<file path="src/verilog/dac_pkg.sv">
// shared constants and types for the channel 0 address and count registers
package dac_pkg;

  // ==========================================================
  // bus geometry
  localparam int unsigned ADDR_W   = 18;       // axi byte address width
  localparam int unsigned DATA_W   = 32;       // axi data width
  localparam int unsigned REG_W    = 16;       // register width
  localparam int unsigned MAR_W    = 24;       // memory address width
  localparam int unsigned IOP_W    = 8;        // i/o page width
  localparam int unsigned BYTE_W   = 8;        // one byte

  // ==========================================================
  // register indices (byte address is four times the index)
  localparam logic [15:0] IDX_MAR_AH = 16'hFEE0; // ch0a memory addr high
  localparam logic [15:0] IDX_MAR_AL = 16'hFEE2; // ch0a memory addr low
  localparam logic [15:0] IDX_CTRL   = 16'hFEE3; // mode control and status
  localparam logic [15:0] IDX_IO_A   = 16'hFEE4; // ch0a peripheral addr
  localparam logic [15:0] IDX_TC_A   = 16'hFEE6; // ch0a transfer count
  localparam logic [15:0] IDX_MAR_BH = 16'hFEE8; // ch0b memory addr high
  localparam logic [15:0] IDX_MAR_BL = 16'hFEEA; // ch0b memory addr low
  localparam logic [15:0] IDX_IO_B   = 16'hFEEC; // ch0b peripheral addr
  localparam logic [1:0]  IDX_PAD    = 2'h0;     // word alignment bits

  // ==========================================================
  // control register fields
  localparam int unsigned CTL_FULL   = 0;      // 1: full address mode
  localparam int unsigned CTL_DIR_A  = 1;      // short a: 1 = i/o is source
  localparam int unsigned CTL_DIR_B  = 2;      // short b: 1 = i/o is source
  localparam int unsigned CTL_INC    = 3;      // memory address increments
  localparam int unsigned CTL_MODE_L = 4;      // count mode field low bit
  localparam int unsigned CTL_MODE_H = 6;      // count mode field high bit
  localparam int unsigned CTL_DONE   = 8;      // sticky count end, w1c
  localparam logic [6:0]  CTL_RESET  = 7'h00;  // control reset value

  // ==========================================================
  // reset values and constants
  localparam logic [REG_W-1:0] REG_RESET = 16'h0000; // register reset
  localparam logic [MAR_W-1:0] MAR_RESET = 24'h000000;
  localparam logic [MAR_W-1:0] MAR_ONE   = 24'h000001; // address step
  localparam logic [BYTE_W-1:0] BYTE_ONE = 8'h01;    // count step
  localparam logic [REG_W-1:0] WORD_ONE  = 16'h0001; // count step
  localparam logic [IOP_W-1:0] IO_PAGE_DEF = 8'hFF;  // i/o page default
  localparam logic [1:0] RESP_OKAY   = 2'h0;   // axi okay
  localparam logic [1:0] RESP_SLVERR = 2'h2;   // axi slave error

  // ==========================================================
  // transfer count modes
  typedef enum logic [2:0] {
    CM_SEQ    = 3'h0,                          // sequential
    CM_IDLE   = 3'h1,                          // idle
    CM_NORMAL = 3'h2,                          // normal
    CM_REPEAT = 3'h3,                          // repeat
    CM_BLOCK  = 3'h4                           // block transfer
  } dac_cmode_t;

  // register select produced by the address decoder
  typedef enum logic [3:0] {
    RS_MAR_AH = 4'h0,
    RS_MAR_AL = 4'h1,
    RS_CTRL   = 4'h2,
    RS_IO_A   = 4'h3,
    RS_TC_A   = 4'h4,
    RS_MAR_BH = 4'h5,
    RS_MAR_BL = 4'h6,
    RS_IO_B   = 4'h7,
    RS_NONE   = 4'hF
  } dac_rsel_t;

endpackage
</file>
<file path="src/verilog/dac_cnt_if.sv">
// link between the register block and its transfer count unit
`timescale 1ns/10ps
interface dac_cnt_if;
  logic                 load;                  // software write pulse
  logic [15:0]          load_data;             // written value
  logic [1:0]           load_strb;             // byte lanes written
  logic                 step;                  // one transfer done
  dac_pkg::dac_cmode_t  mode;                  // count mode
  logic [15:0]          count;                 // current contents
  logic                 term;                  // count end pulse

  modport regs (output load, load_data, load_strb, step, mode,
                input count, term);
  modport unit (input load, load_data, load_strb, step, mode,
                output count, term);
endinterface

</file>
<file path="src/verilog/dac_ch0_regs.sv">
// channel 0 address and transfer count registers with axi4-lite access
// Function
// - short mode: memory and i/o address form ends
// - full mode: a memory address is source
// - full mode: b memory address is destination
// - full mode: i/o addresses ignored
`timescale 1ns/10ps
module dac_ch0_regs #(
  parameter logic [7:0] IO_PAGE = dac_pkg::IO_PAGE_DEF // i/o page bits
) (
  input  wire logic        aclk,               // system clock
  input  wire logic        aresetn,            // sync reset, active low
  input  wire logic [17:0] s_axi_awaddr,       // write address
  input  wire logic        s_axi_awvalid,      // write address valid
  output logic             s_axi_awready,      // write address ready
  input  wire logic [31:0] s_axi_wdata,        // write data
  input  wire logic [3:0]  s_axi_wstrb,        // write strobes
  input  wire logic        s_axi_wvalid,       // write data valid
  output logic             s_axi_wready,       // write data ready
  output logic [1:0]       s_axi_bresp,        // write response
  output logic             s_axi_bvalid,       // write response valid
  input  wire logic        s_axi_bready,       // write response ready
  input  wire logic [17:0] s_axi_araddr,       // read address
  input  wire logic        s_axi_arvalid,      // read address valid
  output logic             s_axi_arready,      // read address ready
  output logic [31:0]      s_axi_rdata,        // read data
  output logic [1:0]       s_axi_rresp,        // read response
  output logic             s_axi_rvalid,       // read data valid
  input  wire logic        s_axi_rready,       // read data ready
  input  wire logic        step_a,             // sub-channel a transfer
  input  wire logic        step_b,             // sub-channel b transfer
  output logic [23:0]      src_addr_a,         // a source address
  output logic [23:0]      dst_addr_a,         // a destination address
  output logic [23:0]      src_addr_b,         // b source address
  output logic [23:0]      dst_addr_b,         // b destination address
  output logic             count_end_a         // count end pulse
);

  // ==========================================================
  // helpers
  // byte address of a register index
  function automatic logic [17:0] baddr(input logic [15:0] idx);
    baddr = {idx, dac_pkg::IDX_PAD};
  endfunction

  // register select from a byte address
  function automatic dac_pkg::dac_rsel_t decode(input logic [17:0] a);
    if (a == baddr(dac_pkg::IDX_MAR_AH))      decode = dac_pkg::RS_MAR_AH;
    else if (a == baddr(dac_pkg::IDX_MAR_AL)) decode = dac_pkg::RS_MAR_AL;
    else if (a == baddr(dac_pkg::IDX_CTRL))   decode = dac_pkg::RS_CTRL;
    else if (a == baddr(dac_pkg::IDX_IO_A))   decode = dac_pkg::RS_IO_A;
    else if (a == baddr(dac_pkg::IDX_TC_A))   decode = dac_pkg::RS_TC_A;
    else if (a == baddr(dac_pkg::IDX_MAR_BH)) decode = dac_pkg::RS_MAR_BH;
    else if (a == baddr(dac_pkg::IDX_MAR_BL)) decode = dac_pkg::RS_MAR_BL;
    else if (a == baddr(dac_pkg::IDX_IO_B))   decode = dac_pkg::RS_IO_B;
    else                                      decode = dac_pkg::RS_NONE;
  endfunction

  // byte lane merge of a 16-bit value
  function automatic logic [15:0] merge16(input logic [15:0] old,
                                          input logic [15:0] nw,
                                          input logic [1:0]  strb);
    merge16 = old;
    if (strb[0]) merge16[7:0]  = nw[7:0];
    if (strb[1]) merge16[15:8] = nw[15:8];
  endfunction

  // ==========================================================
  // state
  logic [17:0] aw_addr_q;                      // held write address
  logic        aw_full_q;                      // write address held
  logic [31:0] w_data_q;                       // held write data
  logic [3:0]  w_strb_q;                       // held write strobes
  logic        w_full_q;                       // write data held
  logic        awready_q;                      // address ready
  logic        wready_q;                       // data ready
  logic        bvalid_q;                       // response pending
  logic [1:0]  bresp_q;                        // response code
  logic        arready_q;                      // read address ready
  logic        rvalid_q;                       // read data pending
  logic [31:0] rdata_q;                        // read data
  logic [1:0]  rresp_q;                        // read response
  logic [23:0] mar_a_q;                        // ch0a memory address
  logic [23:0] mar_b_q;                        // ch0b memory address
  logic [15:0] io_a_q;                         // ch0a peripheral address
  logic [15:0] io_b_q;                         // ch0b peripheral address
  logic [6:0]  ctrl_q;                         // mode control bits
  logic        done_q;                         // sticky count end
  logic [23:0] src_a_q;                        // a source output
  logic [23:0] dst_a_q;                        // a destination output
  logic [23:0] src_b_q;                        // b source output
  logic [23:0] dst_b_q;                        // b destination output
  logic        cend_q;                         // count end output
  logic        do_write;                       // both halves present
  dac_pkg::dac_rsel_t wsel;                    // write register select
  dac_pkg::dac_rsel_t rsel;                    // read register select
  logic        full_mode;                      // full address mode
  logic        inc_en;                         // address increment on

  dac_cnt_if cnt ();                           // count unit link

  assign do_write  = aw_full_q & w_full_q & ~bvalid_q;
  assign wsel      = decode(aw_addr_q);
  assign rsel      = decode(s_axi_araddr);
  assign full_mode = ctrl_q[dac_pkg::CTL_FULL];
  assign inc_en    = ctrl_q[dac_pkg::CTL_INC];

  // ==========================================================
  // axi write channels
  // address and data are held independently, in either order
  always_ff @(posedge aclk) begin
    if (!aresetn) begin
      aw_full_q <= 1'b0;
      aw_addr_q <= '0;
      awready_q <= 1'b0;
    end else if (s_axi_awvalid && awready_q) begin
      aw_full_q <= 1'b1;
      aw_addr_q <= s_axi_awaddr;
      awready_q <= 1'b0;
    end else begin
      if (do_write) aw_full_q <= 1'b0;
      awready_q <= ~aw_full_q & ~bvalid_q;
    end
  end

  // write data holding register
  always_ff @(posedge aclk) begin
    if (!aresetn) begin
      w_full_q <= 1'b0;
      w_data_q <= '0;
      w_strb_q <= '0;
      wready_q <= 1'b0;
    end else if (s_axi_wvalid && wready_q) begin
      w_full_q <= 1'b1;
      w_data_q <= s_axi_wdata;
      w_strb_q <= s_axi_wstrb;
      wready_q <= 1'b0;
    end else begin
      if (do_write) w_full_q <= 1'b0;
      wready_q <= ~w_full_q & ~bvalid_q;
    end
  end

  // write response, error for an unmapped address
  always_ff @(posedge aclk) begin
    if (!aresetn) begin
      bvalid_q <= 1'b0;
      bresp_q  <= dac_pkg::RESP_OKAY;
    end else if (do_write) begin
      bvalid_q <= 1'b1;
      bresp_q  <= (wsel == dac_pkg::RS_NONE) ? dac_pkg::RESP_SLVERR
                                             : dac_pkg::RESP_OKAY;
    end else if (bvalid_q && s_axi_bready) begin
      bvalid_q <= 1'b0;
    end
  end

  // ==========================================================
  // axi read channels
  // one cycle from address handshake to read data
  always_ff @(posedge aclk) begin
    if (!aresetn) begin
      arready_q <= 1'b0;
      rvalid_q  <= 1'b0;
      rdata_q   <= '0;
      rresp_q   <= dac_pkg::RESP_OKAY;
    end else if (s_axi_arvalid && arready_q) begin
      arready_q <= 1'b0;
      rvalid_q  <= 1'b1;
      rresp_q   <= dac_pkg::RESP_OKAY;
      rdata_q   <= '0;
      case (rsel)
        dac_pkg::RS_MAR_AH: rdata_q[7:0]  <= mar_a_q[23:16];
        dac_pkg::RS_MAR_AL: rdata_q[15:0] <= mar_a_q[15:0];
        dac_pkg::RS_CTRL:   rdata_q[8:0]  <= {done_q, 1'b0, ctrl_q};
        dac_pkg::RS_IO_A:   rdata_q[15:0] <= io_a_q;
        dac_pkg::RS_TC_A:   rdata_q[15:0] <= cnt.count;
        dac_pkg::RS_MAR_BH: rdata_q[7:0]  <= mar_b_q[23:16];
        dac_pkg::RS_MAR_BL: rdata_q[15:0] <= mar_b_q[15:0];
        dac_pkg::RS_IO_B:   rdata_q[15:0] <= io_b_q;
        default:            rresp_q       <= dac_pkg::RESP_SLVERR;
      endcase
    end else if (rvalid_q && s_axi_rready) begin
      rvalid_q <= 1'b0;
    end else begin
      arready_q <= ~rvalid_q;
    end
  end

  // ==========================================================
  // memory address registers
  // software write wins over an increment in the same cycle
  always_ff @(posedge aclk) begin
    if (!aresetn) begin
      mar_a_q <= dac_pkg::MAR_RESET;
    end else if (do_write && wsel == dac_pkg::RS_MAR_AH) begin
      if (w_strb_q[0]) mar_a_q[23:16] <= w_data_q[7:0];
    end else if (do_write && wsel == dac_pkg::RS_MAR_AL) begin
      mar_a_q[15:0] <= merge16(mar_a_q[15:0], w_data_q[15:0],
                               w_strb_q[1:0]);
    end else if (step_a && inc_en) begin
      mar_a_q <= mar_a_q + dac_pkg::MAR_ONE;
    end
  end

  // b address steps with a in full mode, with b in short mode
  always_ff @(posedge aclk) begin
    if (!aresetn) begin
      mar_b_q <= dac_pkg::MAR_RESET;
    end else if (do_write && wsel == dac_pkg::RS_MAR_BH) begin
      if (w_strb_q[0]) mar_b_q[23:16] <= w_data_q[7:0];
    end else if (do_write && wsel == dac_pkg::RS_MAR_BL) begin
      mar_b_q[15:0] <= merge16(mar_b_q[15:0], w_data_q[15:0],
                               w_strb_q[1:0]);
    end else if ((full_mode ? step_a : step_b) && inc_en) begin
      mar_b_q <= mar_b_q + dac_pkg::MAR_ONE;
    end
  end

  // peripheral address registers, fixed during transfers
  always_ff @(posedge aclk) begin
    if (!aresetn) begin
      io_a_q <= dac_pkg::REG_RESET;
      io_b_q <= dac_pkg::REG_RESET;
    end else if (do_write && wsel == dac_pkg::RS_IO_A) begin
      io_a_q <= merge16(io_a_q, w_data_q[15:0], w_strb_q[1:0]);
    end else if (do_write && wsel == dac_pkg::RS_IO_B) begin
      io_b_q <= merge16(io_b_q, w_data_q[15:0], w_strb_q[1:0]);
    end
  end

  // ==========================================================
  // control register and sticky count end flag
  always_ff @(posedge aclk) begin
    if (!aresetn) begin
      ctrl_q <= dac_pkg::CTL_RESET;
    end else if (do_write && wsel == dac_pkg::RS_CTRL && w_strb_q[0]) begin
      ctrl_q <= w_data_q[6:0];
    end
  end

  // set wins over a write-one clear in the same cycle
  always_ff @(posedge aclk) begin
    if (!aresetn) begin
      done_q <= 1'b0;
    end else if (cnt.term) begin
      done_q <= 1'b1;
    end else if (do_write && wsel == dac_pkg::RS_CTRL && w_strb_q[1] &&
                 w_data_q[dac_pkg::CTL_DONE]) begin
      done_q <= 1'b0;
    end
  end

  // ==========================================================
  // transfer count unit
  assign cnt.load      = do_write && (wsel == dac_pkg::RS_TC_A);
  assign cnt.load_data = w_data_q[15:0];
  assign cnt.load_strb = w_strb_q[1:0];
  assign cnt.step      = step_a;
  assign cnt.mode      = dac_pkg::dac_cmode_t'(
                           ctrl_q[dac_pkg::CTL_MODE_H:dac_pkg::CTL_MODE_L]);

  dac_count_unit u_count (
    .aclk    (aclk),
    .aresetn (aresetn),
    .cif     (cnt.unit)
  );

  // ==========================================================
  // address generation
  always_ff @(posedge aclk) begin
    if (!aresetn) begin
      src_a_q <= dac_pkg::MAR_RESET;
      dst_a_q <= dac_pkg::MAR_RESET;
      src_b_q <= dac_pkg::MAR_RESET;
      dst_b_q <= dac_pkg::MAR_RESET;
    end else if (full_mode) begin
      src_a_q <= mar_a_q;
      dst_a_q <= mar_b_q;
      src_b_q <= dac_pkg::MAR_RESET;
      dst_b_q <= dac_pkg::MAR_RESET;
    end else begin
      // direction bit picks which end the i/o address takes
      if (ctrl_q[dac_pkg::CTL_DIR_A]) begin
        src_a_q <= {IO_PAGE, io_a_q};
        dst_a_q <= mar_a_q;
      end else begin
        src_a_q <= mar_a_q;
        dst_a_q <= {IO_PAGE, io_a_q};
      end
      if (ctrl_q[dac_pkg::CTL_DIR_B]) begin
        src_b_q <= {IO_PAGE, io_b_q};
        dst_b_q <= mar_b_q;
      end else begin
        src_b_q <= mar_b_q;
        dst_b_q <= {IO_PAGE, io_b_q};
      end
    end
  end

  // count end pulse out, one cycle after the unit's
  always_ff @(posedge aclk) begin
    if (!aresetn) cend_q <= 1'b0;
    else          cend_q <= cnt.term;
  end

  assign s_axi_awready = awready_q;
  assign s_axi_wready  = wready_q;
  assign s_axi_bvalid  = bvalid_q;
  assign s_axi_bresp   = bresp_q;
  assign s_axi_arready = arready_q;
  assign s_axi_rvalid  = rvalid_q;
  assign s_axi_rdata   = rdata_q;
  assign s_axi_rresp   = rresp_q;
  assign src_addr_a    = src_a_q;
  assign dst_addr_a    = dst_a_q;
  assign src_addr_b    = src_b_q;
  assign dst_addr_b    = dst_b_q;
  assign count_end_a   = cend_q;

endmodule

</file>
<file path="src/verilog/dac_count_unit.sv">
// transfer count register with its mode dependent counting
`timescale 1ns/10ps
module dac_count_unit (
  input  wire logic  aclk,                     // system clock
  input  wire logic  aresetn,                  // sync reset, active low
  dac_cnt_if.unit    cif                       // register side link
);

  logic [15:0] count_q;                        // count register
  logic        term_q;                         // count end pulse

  // ==========================================================
  // counting
  // software load wins over a step in the same cycle
  always_ff @(posedge aclk) begin
    if (!aresetn) begin
      count_q <= dac_pkg::REG_RESET;
      term_q  <= 1'b0;
    end else if (cif.load) begin
      if (cif.load_strb[0]) begin
        count_q[7:0] <= cif.load_data[7:0];
      end
      if (cif.load_strb[1]) begin
        count_q[15:8] <= cif.load_data[15:8];
      end
      term_q <= 1'b0;
    end else if (cif.step) begin
      case (cif.mode)
        // high byte reload number, low byte counter
        dac_pkg::CM_REPEAT, dac_pkg::CM_BLOCK: begin
          if (count_q[7:0] == dac_pkg::BYTE_ONE) begin
            count_q[7:0] <= count_q[15:8];
            term_q       <= 1'b1;
          end else begin
            count_q[7:0] <= count_q[7:0] - dac_pkg::BYTE_ONE;
            term_q       <= 1'b0;
          end
        end
        // full 16-bit counter in the other modes
        default: begin
          count_q <= count_q - dac_pkg::WORD_ONE;
          term_q  <= (count_q == dac_pkg::WORD_ONE);
        end
      endcase
    end else begin
      term_q <= 1'b0;
    end
  end

  assign cif.count = count_q;
  assign cif.term  = term_q;

endmodule

</file>
<file path="config.mk">
export PLATFORM = sky130hd
export DESIGN_NAME = dac_ch0_regs
export DESIGN_NICKNAME = d
export VERILOG_FILES = /design/src/verilog/dac_pkg.sv /design/src/verilog/dac_cnt_if.sv /design/src/verilog/dac_ch0_regs.sv /design/src/verilog/dac_count_unit.sv
export SDC_FILE = /design/constraint.sdc
export NUM_CORES = 1
export LEC_CHECK = 0
export ABC_AREA = 1
export BUFFER_PORTS_ARGS = -buffer_cell sky130_fd_sc_hd__buf_2
export CAP_MARGIN = 20
export CORE_MARGIN = 5
export CORE_UTILIZATION = 59
export CTS_BUF_LIST = sky130_fd_sc_hd__clkbuf_8
export DETAILED_ROUTE_END_ITERATION = 6
export GPL_ROUTABILITY_DRIVEN = 0
export PLACE_DENSITY_LB_ADDON = 0.25
export SLEW_MARGIN = 20
export SYNTH_ARGS = -nofsm -noshare
export SYNTH_HDL_FRONTEND = slang
export SYNTH_SLANG_ARGS = --single-unit
</file>
<file path="constraint.sdc">
create_clock -name aclk -period 2.3 [get_ports aclk]
set_clock_uncertainty 0.2 [all_clocks]
set_input_delay 0.345 -clock aclk [delete_from_list [all_inputs] [get_ports aclk]]
set_output_delay 0.345 -clock aclk [all_outputs]
set_load 0.02 [all_outputs]
</file>
# [Word-level counts from Yosys, hierarchy flattened]
# Cells that the tools add are included.
[word_totals] register_bits=265 input_bits=81 out_inout_bits=138 elab_cells=199
[op_classes] addsub=4 eq_ne=46 mux=54 bitwise_logic=13 reduce_logical=49
[op_table] operator="$eq A18 B18 Y1 const B" n=16
[op_table] operator="$mux W24" n=8
[op_table] operator="$mux W8" n=9
[op_table] operator="$mux W16" n=4
[op_table] operator="$mux W4" n=16
[op_table] operator="$pmux W8 S8" n=1
[op_table] operator="$add A24 B1 Y24 const B" n=2
[op_table] operator="$pmux W7 S5" n=1
[op_table] operator="$eq A4 B3 Y1 const B" n=8
[op_table] operator="$reduce_and A3 Y1" n=9
[op_table] operator="$ne A2 B2 Y1 const B" n=11
[op_table] operator="$reduce_bool A2 Y1" n=10
[op_table] operator="$logic_and A1 B1 Y1" n=18
[op_table] operator="$eq A16 B1 Y1 const B" n=1
[op_table] operator="$eq A4 B2 Y1 const B" n=4
[op_table] operator="$sub A16 B1 Y16 const B" n=1
[op_table] operator="$mux W1" n=12
[op_table] operator="$reduce_or A2 Y1" n=5
[op_table] operator="$not A1 Y1" n=9
[op_table] operator="$eq A4 B1 Y1 const B" n=2
[op_table] operator="$eq A8 B1 Y1 const B" n=1
[op_table] operator="$logic_not A4 Y1" n=2
[op_table] operator="$reduce_or A8 Y1" n=1
[op_table] operator="$sub A8 B1 Y8 const B" n=1
[op_table] operator="8 further kinds" n=14

# [Longest topological paths before layout]
# Gate-level depths: netlist of the first run.
[logic_depth] word_depth=15 depth_mapped=13 mapped_depth_nobuf=13

# [Cells and area by module]
# Synthesis of the first run repeated with hierarchy kept, for this count alone.
[unflattened] cells_unflattened=2039 area_unflattened_um2=13381.6
[by_module_without_submodules] module="dac_ch0_regs" n_inst=1 cells_per_inst=1820 area_per_inst_um2=12031.5 seq_area_each_um2=4924.7
[by_module_without_submodules] module="dac_count_unit" n_inst=1 cells_per_inst=219 area_per_inst_um2=1350.0 seq_area_each_um2=340.3

# [Worst setup path before layout of the first run]
# Ideal clock, no wire load.
[synth_timing] path_kind="reg2reg" start="register mar_a_q[0]" end="register mar_a_q[14]" setup_ps=113 arrival_time_ps=1597 path_slack_ps=390 path_stages_with_launch=10 path_buffers=0 period_less_slack_ps=1910 path_cell_list="dfxtp_1 > ha_1 > nand2_1 > nor3_1 > nand3_1 > xor2_1 > nand2_1 > nand2_1 > nor2_1 > nor2_1"
[synth_between] elab_chain_cells=3
[synth_lines] element="start: declaration" line_no="dac_ch0_regs.sv:83" text="logic [23:0] mar_a_q;"
[synth_lines] element="start signal: assignment" line_no="dac_ch0_regs.sv:195" text="mar_a_q <= dac_pkg::MAR_RESET;"
[synth_lines] element="start signal: assignment" line_no="dac_ch0_regs.sv:199" text="mar_a_q[15:0] <= merge16(mar_a_q[15:0], w_data_q[15:0],"
[synth_lines] element="start signal: assignment" line_no="dac_ch0_regs.sv:202" text="mar_a_q <= mar_a_q + dac_pkg::MAR_ONE;"
[synth_lines] element="$add A24 B1 Y24" line_no="dac_ch0_regs.sv:202"
[synth_lines] element="$mux W24" line_no="dac_ch0_regs.sv:201" text="end else if (step_a && inc_en) begin"
[synth_lines] element="$mux W16" line_no="dac_ch0_regs.sv:198" text="end else if (do_write && wsel == dac_pkg::RS_MAR_AL) begin"
# No other way between the ends. The select of a mux whose other input is x is not followed.
# A chain may end at the register's enable or synchronous reset.

# [Final worst setup path of the first run]
[layout_timing] start="register aw_addr_q[14]" end="register io_a_q[3]"
[layout_between] elab_chain_cells=12 elab_cells_between_ends=19
[layout_lines] element="start: declaration" line_no="dac_ch0_regs.sv:70" text="logic [17:0] aw_addr_q;"
[layout_lines] element="start signal: assignment" line_no="dac_ch0_regs.sv:118" text="aw_addr_q <= s_axi_awaddr;"
[layout_lines] element="$eq A18 B18 Y1" line_no="dac_ch0_regs.sv:55" text="else if (a == baddr(dac_pkg::IDX_IO_B)) decode = dac_pkg::RS_IO_B;"
[layout_lines] element="$mux W4" line_no="dac_ch0_regs.sv:55"
[layout_lines] element="$mux W4" line_no="dac_ch0_regs.sv:54" text="else if (a == baddr(dac_pkg::IDX_MAR_BL)) decode = dac_pkg::RS_MAR_BL;"
[layout_lines] element="$mux W4" line_no="dac_ch0_regs.sv:53" text="else if (a == baddr(dac_pkg::IDX_MAR_BH)) decode = dac_pkg::RS_MAR_BH;"
[layout_lines] element="$mux W4" line_no="dac_ch0_regs.sv:52" text="else if (a == baddr(dac_pkg::IDX_TC_A)) decode = dac_pkg::RS_TC_A;"
[layout_lines] element="$mux W4" line_no="dac_ch0_regs.sv:51" text="else if (a == baddr(dac_pkg::IDX_IO_A)) decode = dac_pkg::RS_IO_A;"
[layout_lines] element="$mux W4" line_no="dac_ch0_regs.sv:50" text="else if (a == baddr(dac_pkg::IDX_CTRL)) decode = dac_pkg::RS_CTRL;"
[layout_lines] element="$mux W4" line_no="dac_ch0_regs.sv:49" text="else if (a == baddr(dac_pkg::IDX_MAR_AL)) decode = dac_pkg::RS_MAR_AL;"
[layout_lines] element="$mux W4 (*)" line_no="dac_ch0_regs.sv:48" text="if (a == baddr(dac_pkg::IDX_MAR_AH)) decode = dac_pkg::RS_MAR_AH;"
[layout_lines] element="$eq A4 B2 Y1 (*)" line_no="dac_ch0_regs.sv:225" text="end else if (do_write && wsel == dac_pkg::RS_IO_A) begin"
[layout_lines] element="$logic_and A1 B1 Y1 (*)" line_no="dac_ch0_regs.sv:225"
[layout_lines] element="$reduce_and A2 Y1 (no line) (*)"
[layout_lines] element="end signal: assignment" line_no="dac_ch0_regs.sv:223" text="io_a_q <= dac_pkg::REG_RESET;"
[layout_lines] element="end signal: assignment" line_no="dac_ch0_regs.sv:226" text="io_a_q <= merge16(io_a_q, w_data_q[15:0], w_strb_q[1:0]);"
[layout_lines] element="end: declaration" line_no="dac_ch0_regs.sv:85" text="logic [15:0] io_a_q;"
# Mark *: on every way between the ends. The rest lies on a longest branch, timed or not.

==> results of run 1 <==
==> per-stage QoR <==
stage | std cells | hold slack [ns]
floorplan | 2065 | 0.207
global placement | 2496 | 0.240
detailed placement | 2496 | 0.249
CTS | 2612 | 0.00371
global route | 2616 | 0.0326
finish | 2617 | 0.0246
==> placed cells by master (no fill, tap or decap), drive strengths merged, types with 13 or more instances in the layout <==
| master | synthesis | final |
|---|---|---|
| o21ai | 186 | 186 |
| nor2 | 265 | 265 |
| nor3 | 28 | 28 |
| a21oi | 148 | 148 |
| o22ai | 28 | 28 |
| clkbuf | 63 | 49 |
| dlygate4sd3 | 0 | 39 |
| inv | 188 | 199 |
| nand3 | 123 | 123 |
| nand2 | 562 | 562 |
| conb | 1 | 18 |
| nand4 | 78 | 78 |
| xor2 | 24 | 24 |
| dfxtp | 263 | 263 |
| buf | 50 | 263 |
| clkinv | 4 | 13 |
==> sequential cells by signal, summed over array words and instances (netlist names), 2 cells and up <==
signal,flops
aw_addr_q,18
ctrl_q,7
dst_addr_a,24
dst_addr_b,24
io_a_q,16
io_b_q,16
mar_a_q,24
mar_b_q,24
s_axi_rdata,16
src_addr_a,24
src_addr_b,24
u_count.cif.count,16
w_data_q,16
w_strb_q,2
==> repair_timing <==
item | in CTS | in global routing
endpoints found under the hold margin | 41 | 0
buffers inserted | 0 | 4
setup endpoints to repair | 0 | 63
hold buffers | 39 | 0
resized for setup | 0 | 9
==> power breakdown <==
| part | total (W) | internal [W] | switching, W |
|---|---|---|---|
| sequential | 0.00479 | 0.00466 | 0.000125 |
| combinational | 0.000928 | 0.000309 | 0.000619 |
| clock | 0.00468 | 0.00274 | 0.00194 |
==> metal layers <==
layer,part of all wire,vias up,routed length [µm]
li1,-,7163,-
met1,0.37,6699,18100
met2,0.42,1060,20800
met3,0.13,277,6470
met4,0.075,0,3660
met5,0,-,0
==> critical path: stages, from the launching register on <==
cell and delay, ns:
dfxtp_1 0.36, nand2_1 0.10, nor2_4 0.14, nand3_4 0.15, nor3_1 0.20, nand3_1 0.09
buf_4 0.25, nor2_8 0.17, inv_1 0.16, nand2_1 0.10, a21oi_1 0.06
==> worst min-delay path by stage <==
stage,end,cells after the start
after global placement,s_axi_rdata[4],2
after global routing,s_axi_rdata[2],4
after floorplan,count_end_a,2
final,s_axi_rdata[2],4
after CTS,s_axi_rdata[2],4
after detailed placement,s_axi_wready,1
==> cell type report <==
class                   count  area, µm²
repair buffers            302       1950
flip-flops and latches    263       5270
multi-input cells        1497       7050
fillers                  1838       6250
clock inverters            28        304
inverters                 192        721
diodes                      1       2.50
clock buffers              49        674
well taps                 285        357
==> cell families (layout without fill, tap and decap cells) <==
family,Yosys count,after routing,synth area share
AOI/OAI and AO/OA,388,388,0.152
xor gates and xnor gates,24,24,0.0156
adders and majority gates,4,4,0.00371
buffers and inverters,305,571,0.0971
DFF,263,263,0.390
other,1,19,0.000278
and+or+nand+nor,1063,1063,0.341
==> impl_metrics.toml, run 1 <==
[global_route]
grt_busiest_layer = "met2"
overflow = 0
grt_max_degree = 87
use_met2 = 0.568
grt_usage = 0.366
use_met1 = 0.458
grt_use_met3 = 0.100
antenna_found_initial = 0
grt_pass1_vias = 14300
grt_pass1_wl_mm = 76.7

[cts]
cts_tree = "yes"
root_buffer = "clkbuf_8"
cts.sinks = 263
cts_buffers = 42
cts_buffer_depth = 3
clk_pin_slew_worst_paths_ns = 0.06
h-tree-depth = 2
clock_latency_ns = 0.58

[yosys]
synthArstFlopShare = 0
post-synth-top-count-cell = "nand2_1"
yosys.area.top_type = "dfxtp_1"
synth.distinct_cells = 38
ys_ff_latch = 263
synth.area.top_cells = "dfxtp_1 39%, nand2_1 15%, nor2_1 7.0%"
synth.top_cell.area_share = 0.390
netlist_area_um2 = 13500
synthFlopType = "dfxtp_1"
yosysWarnings = 0
synth_enable_flop_cells = 0
postSynthAreaPerCell_um2 = 6.59
ys_seq_area_frac = 0.390
synth_common_cells = "553 x nand2_1, 263 x dfxtp_1, 253 x nor2_1, 178 x inv_1, 161 x o21ai_0"
synth_cells = 2048

[critical_path]
critPathKind = "flop to flop"
cp-start-kind = "flop"
crit_path_end = "io_a_q[3]"
arrival_ns = 2.39
crit_required_ns = 2.53
rrSetupSlack_ns = 0.14
endpoint_kind = "flop"
crit_path_start = "aw_addr_q[14]"
cp_max_fo = 20
r2r_cells = 10
r2r_end = "io_a_q[3]"
r2r-start = "aw_addr_q[14]"

[status]
status = "finished with violations"
failed_checks = "design-rule violations"

[detailed_routing]
via_per_inst = 5.81
drtPass1Iterations = 7
via_count = 15200
drt_iter0_drc = 2019
postRouteAntennaNets = 0
avgRoutedWirePerCell_um = 18.7
wirelength_mm = 49.0
drc = 24

[timing]
setup_viol = 0
layout_min_cycle_time_ns = 2.16
period_share = 0.939
report.final.slew_viol_count = 0
worstMarginPinSlew_ns = 1.00
tns_ns = 0
slew_headroom = 0.332
fin_ws_ns = 0.140
finalHoldViolCount = 0
timing.fmax_mhz = 463

[power_and_ir_drop]
p_leak_nw = 7.41
power_density_nw_per_um2 = 637
total_power_w = 0.0104
vdd_drop_max_mv = 0.466

[layout]
final_util = 0.723
nets = 2383
drive_gt1_frac = 0.164
final_cell_area_um2 = 16300
area_growth_pct = 20.9

[place]
dp_hpwl_mm = 35.5
numPortBuffers = 182
pre_cts_slack_ns = 0.124
place_area_um2 = 14900

[worst_hold_path]
hold_class = "primary input to flop"
hold_start = "s_axi_arvalid"

[floorplan]
io_pins = 219
coreArea_um2 = 22600
initial_core_util = 0.598
rows = 55
dieHeight_um = 161
die_x_um = 161
dieArea_um2 = 26000

[flow_run]
maxCapViolations = 0
Power figures use the tool's default switching activity.
==> run 2, diff against run 1 <==
--- a/config.mk
+++ b/config.mk
@@ -9,7 +9,7 @@
 export BUFFER_PORTS_ARGS = -buffer_cell sky130_fd_sc_hd__buf_2
 export CAP_MARGIN = 20
 export CORE_MARGIN = 5
-export CORE_UTILIZATION = 59
+export CORE_UTILIZATION = 55
 export CTS_BUF_LIST = sky130_fd_sc_hd__clkbuf_8
 export DETAILED_ROUTE_END_ITERATION = 6
 export GPL_ROUTABILITY_DRIVEN = 0
==> impl_metrics.toml, run 2 (synthesis results as in run 1) <==
[floorplan]
initial_core_util = 0.557
rows = 57
coreArea_um2 = 24200
dieArea_um2 = 27800
dieHeight_um = 167
io_pins = 219
die_x_um = 167

[critical_path]
slowest_delay_ns = 0.33
arrival_ns = 2.48
cp_max_fo = 8
path_buf_inv = 5
crit_required_ns = 2.58
cp.depth = 12
critPathKind = "flop to flop"
endpoint_kind = "flop"
critical-path-top-delay-family = "buffers and inverters"
cp-start-kind = "flop"
worstPathCellList = "inv_2 -> nand2_2 -> nor3_4 -> buf_4 -> nand3_1 -> nor3_1 -> buf_4 -> nand3_2 -> buf_4 -> inv_2 -> nand2_1 -> a21oi_1"
slowest_stage = "dfxtp_1"
r2r_cells = 12
cpMostUsedCell = "buf_4"

[worst_hold_path]
hold_path_depth = 4
hold_class = "primary input to flop"

[global_route]
overflow = 0
grt_usage = 0.333
grt_pass1_vias = 13600
antenna_found_initial = 0
grt_pass1_wl_mm = 74.7
grt_max_degree = 85

[cts]
cts_buffers = 43
cts_buffer_depth = 3
h-tree-depth = 2
cts_tree = "yes"
clk_pin_slew_worst_paths_ns = 0.06
clock_latency_ns = 0.58
root_buffer = "clkbuf_8"
cts.sinks = 263

[detailed_routing]
drt_iter0_drc = 1835
wirelength_mm = 48.8
drtPass1Iterations = 7
via_per_inst = 5.70
postRouteAntennaNets = 0
avgRoutedWirePerCell_um = 18.4
drc = 2
via_count = 15100

[timing]
rsz0062_at_grt = "no"
layout_min_cycle_time_ns = 2.19
timing.fmax_mhz = 456
tns_ns = 0
period_share = 0.954
report.final.slew_viol_count = 0
finalHoldViolCount = 0
setup_viol = 0
worstMarginPinSlew_ns = 0.786
slew_headroom = 0.476

[layout]
fill_cells = 2143
multi_input_area_um2 = 7080
drive_gt1_frac = 0.165
nets = 2383
area_growth_pct = 20.5
layout_commonest_cell = "nand2_1"
final_cell_mix = "550 x nand2_1, 263 x dfxtp_1, 253 x nor2_1"
seq_area_um2 = 5270
n_antenna_cell = 0

[place]
numPortBuffers = 182
dp_hpwl_mm = 35.6

[power_and_ir_drop]
p_leak_nw = 7.34
total_power_w = 0.00977
vdd_drop_max_mv = 0.491
power_density_nw_per_um2 = 600

[status]
status = "finished with violations"
failed_checks = "design-rule violations"

[flow_run]
maxCapViolations = 0
run 2: worst paths after layout:
path / end / startpoint / slack (ns)
worst max register to register: ctrl_q[4] / aw_addr_q[6] / 0.11
worst max-delay path: ctrl_q[4] / aw_addr_q[6] / 0.11
worst min register to register: s_axi_rdata[4] / s_axi_rdata[4] / 0.25
worst min-delay path: s_axi_rdata[5] / s_axi_arvalid / 0.02
run 2: power breakdown:
group	leakage (nW)	switching, W	total [W]	internal, W
Combinational	4.73	0.000605	0.000915	0.000310
Sequential	2.14	0.000122	0.00479	0.00467
Clock	0.478	0.00188	0.00407	0.00219
run 2: routing by layer:
layer  GRT usage  vias to the layer above  part of all wire
met5           0                        -                 0
met2       0.510                     1001              0.43
met1       0.437                     6716              0.38
met4       0.177                        0             0.065
met3      0.0787                      239              0.13
li1            -                     7164                 -
run 2: tightest hold or removal path, delay by kind of cell:
| family | cells | cell delay [ns] |
|---|---|---|
| buffers and inverters | 1 | 0.08 |
| and+or+nand+nor | 2 | 0.24 |
| AOI/OAI and AO/OA | 1 | 0.05 |
run 2: cell type report:
type / instances / area share
clock inverter: 21 / 0.00784
multi-input combinational: 1498 / 0.435
clock buffer: 53 / 0.0448
tap: 324 / 0.0249
timing repair buffer: 300 / 0.120
sequential: 263 / 0.323
inverter: 192 / 0.0445
run 2: what timing repair did:
action | 4_1_cts | 5_1_grt
resized for setup | 0 | 16
hold endpoints to repair | 40 | 0
hold buffers | 39 | 0
endpoints found under the setup margin | 0 | 79
buffers inserted | 0 | 5
run 2: through the flow:
step	util	worst slack (ns)	hold WS [ns]	cell area, µm²	cells
after CTS	0.666	0.0383	0.000725	16200	2645
after global placement	0.615	0.149	0.242	14900	2532
final	0.671	0.105	0.0184	16300	2651
after detailed placement	0.615	0.0971	0.237	14900	2532
after global routing	0.671	0.00366	0.0478	16300	2651
after floorplan	-	0.390	0.207	13600	2065
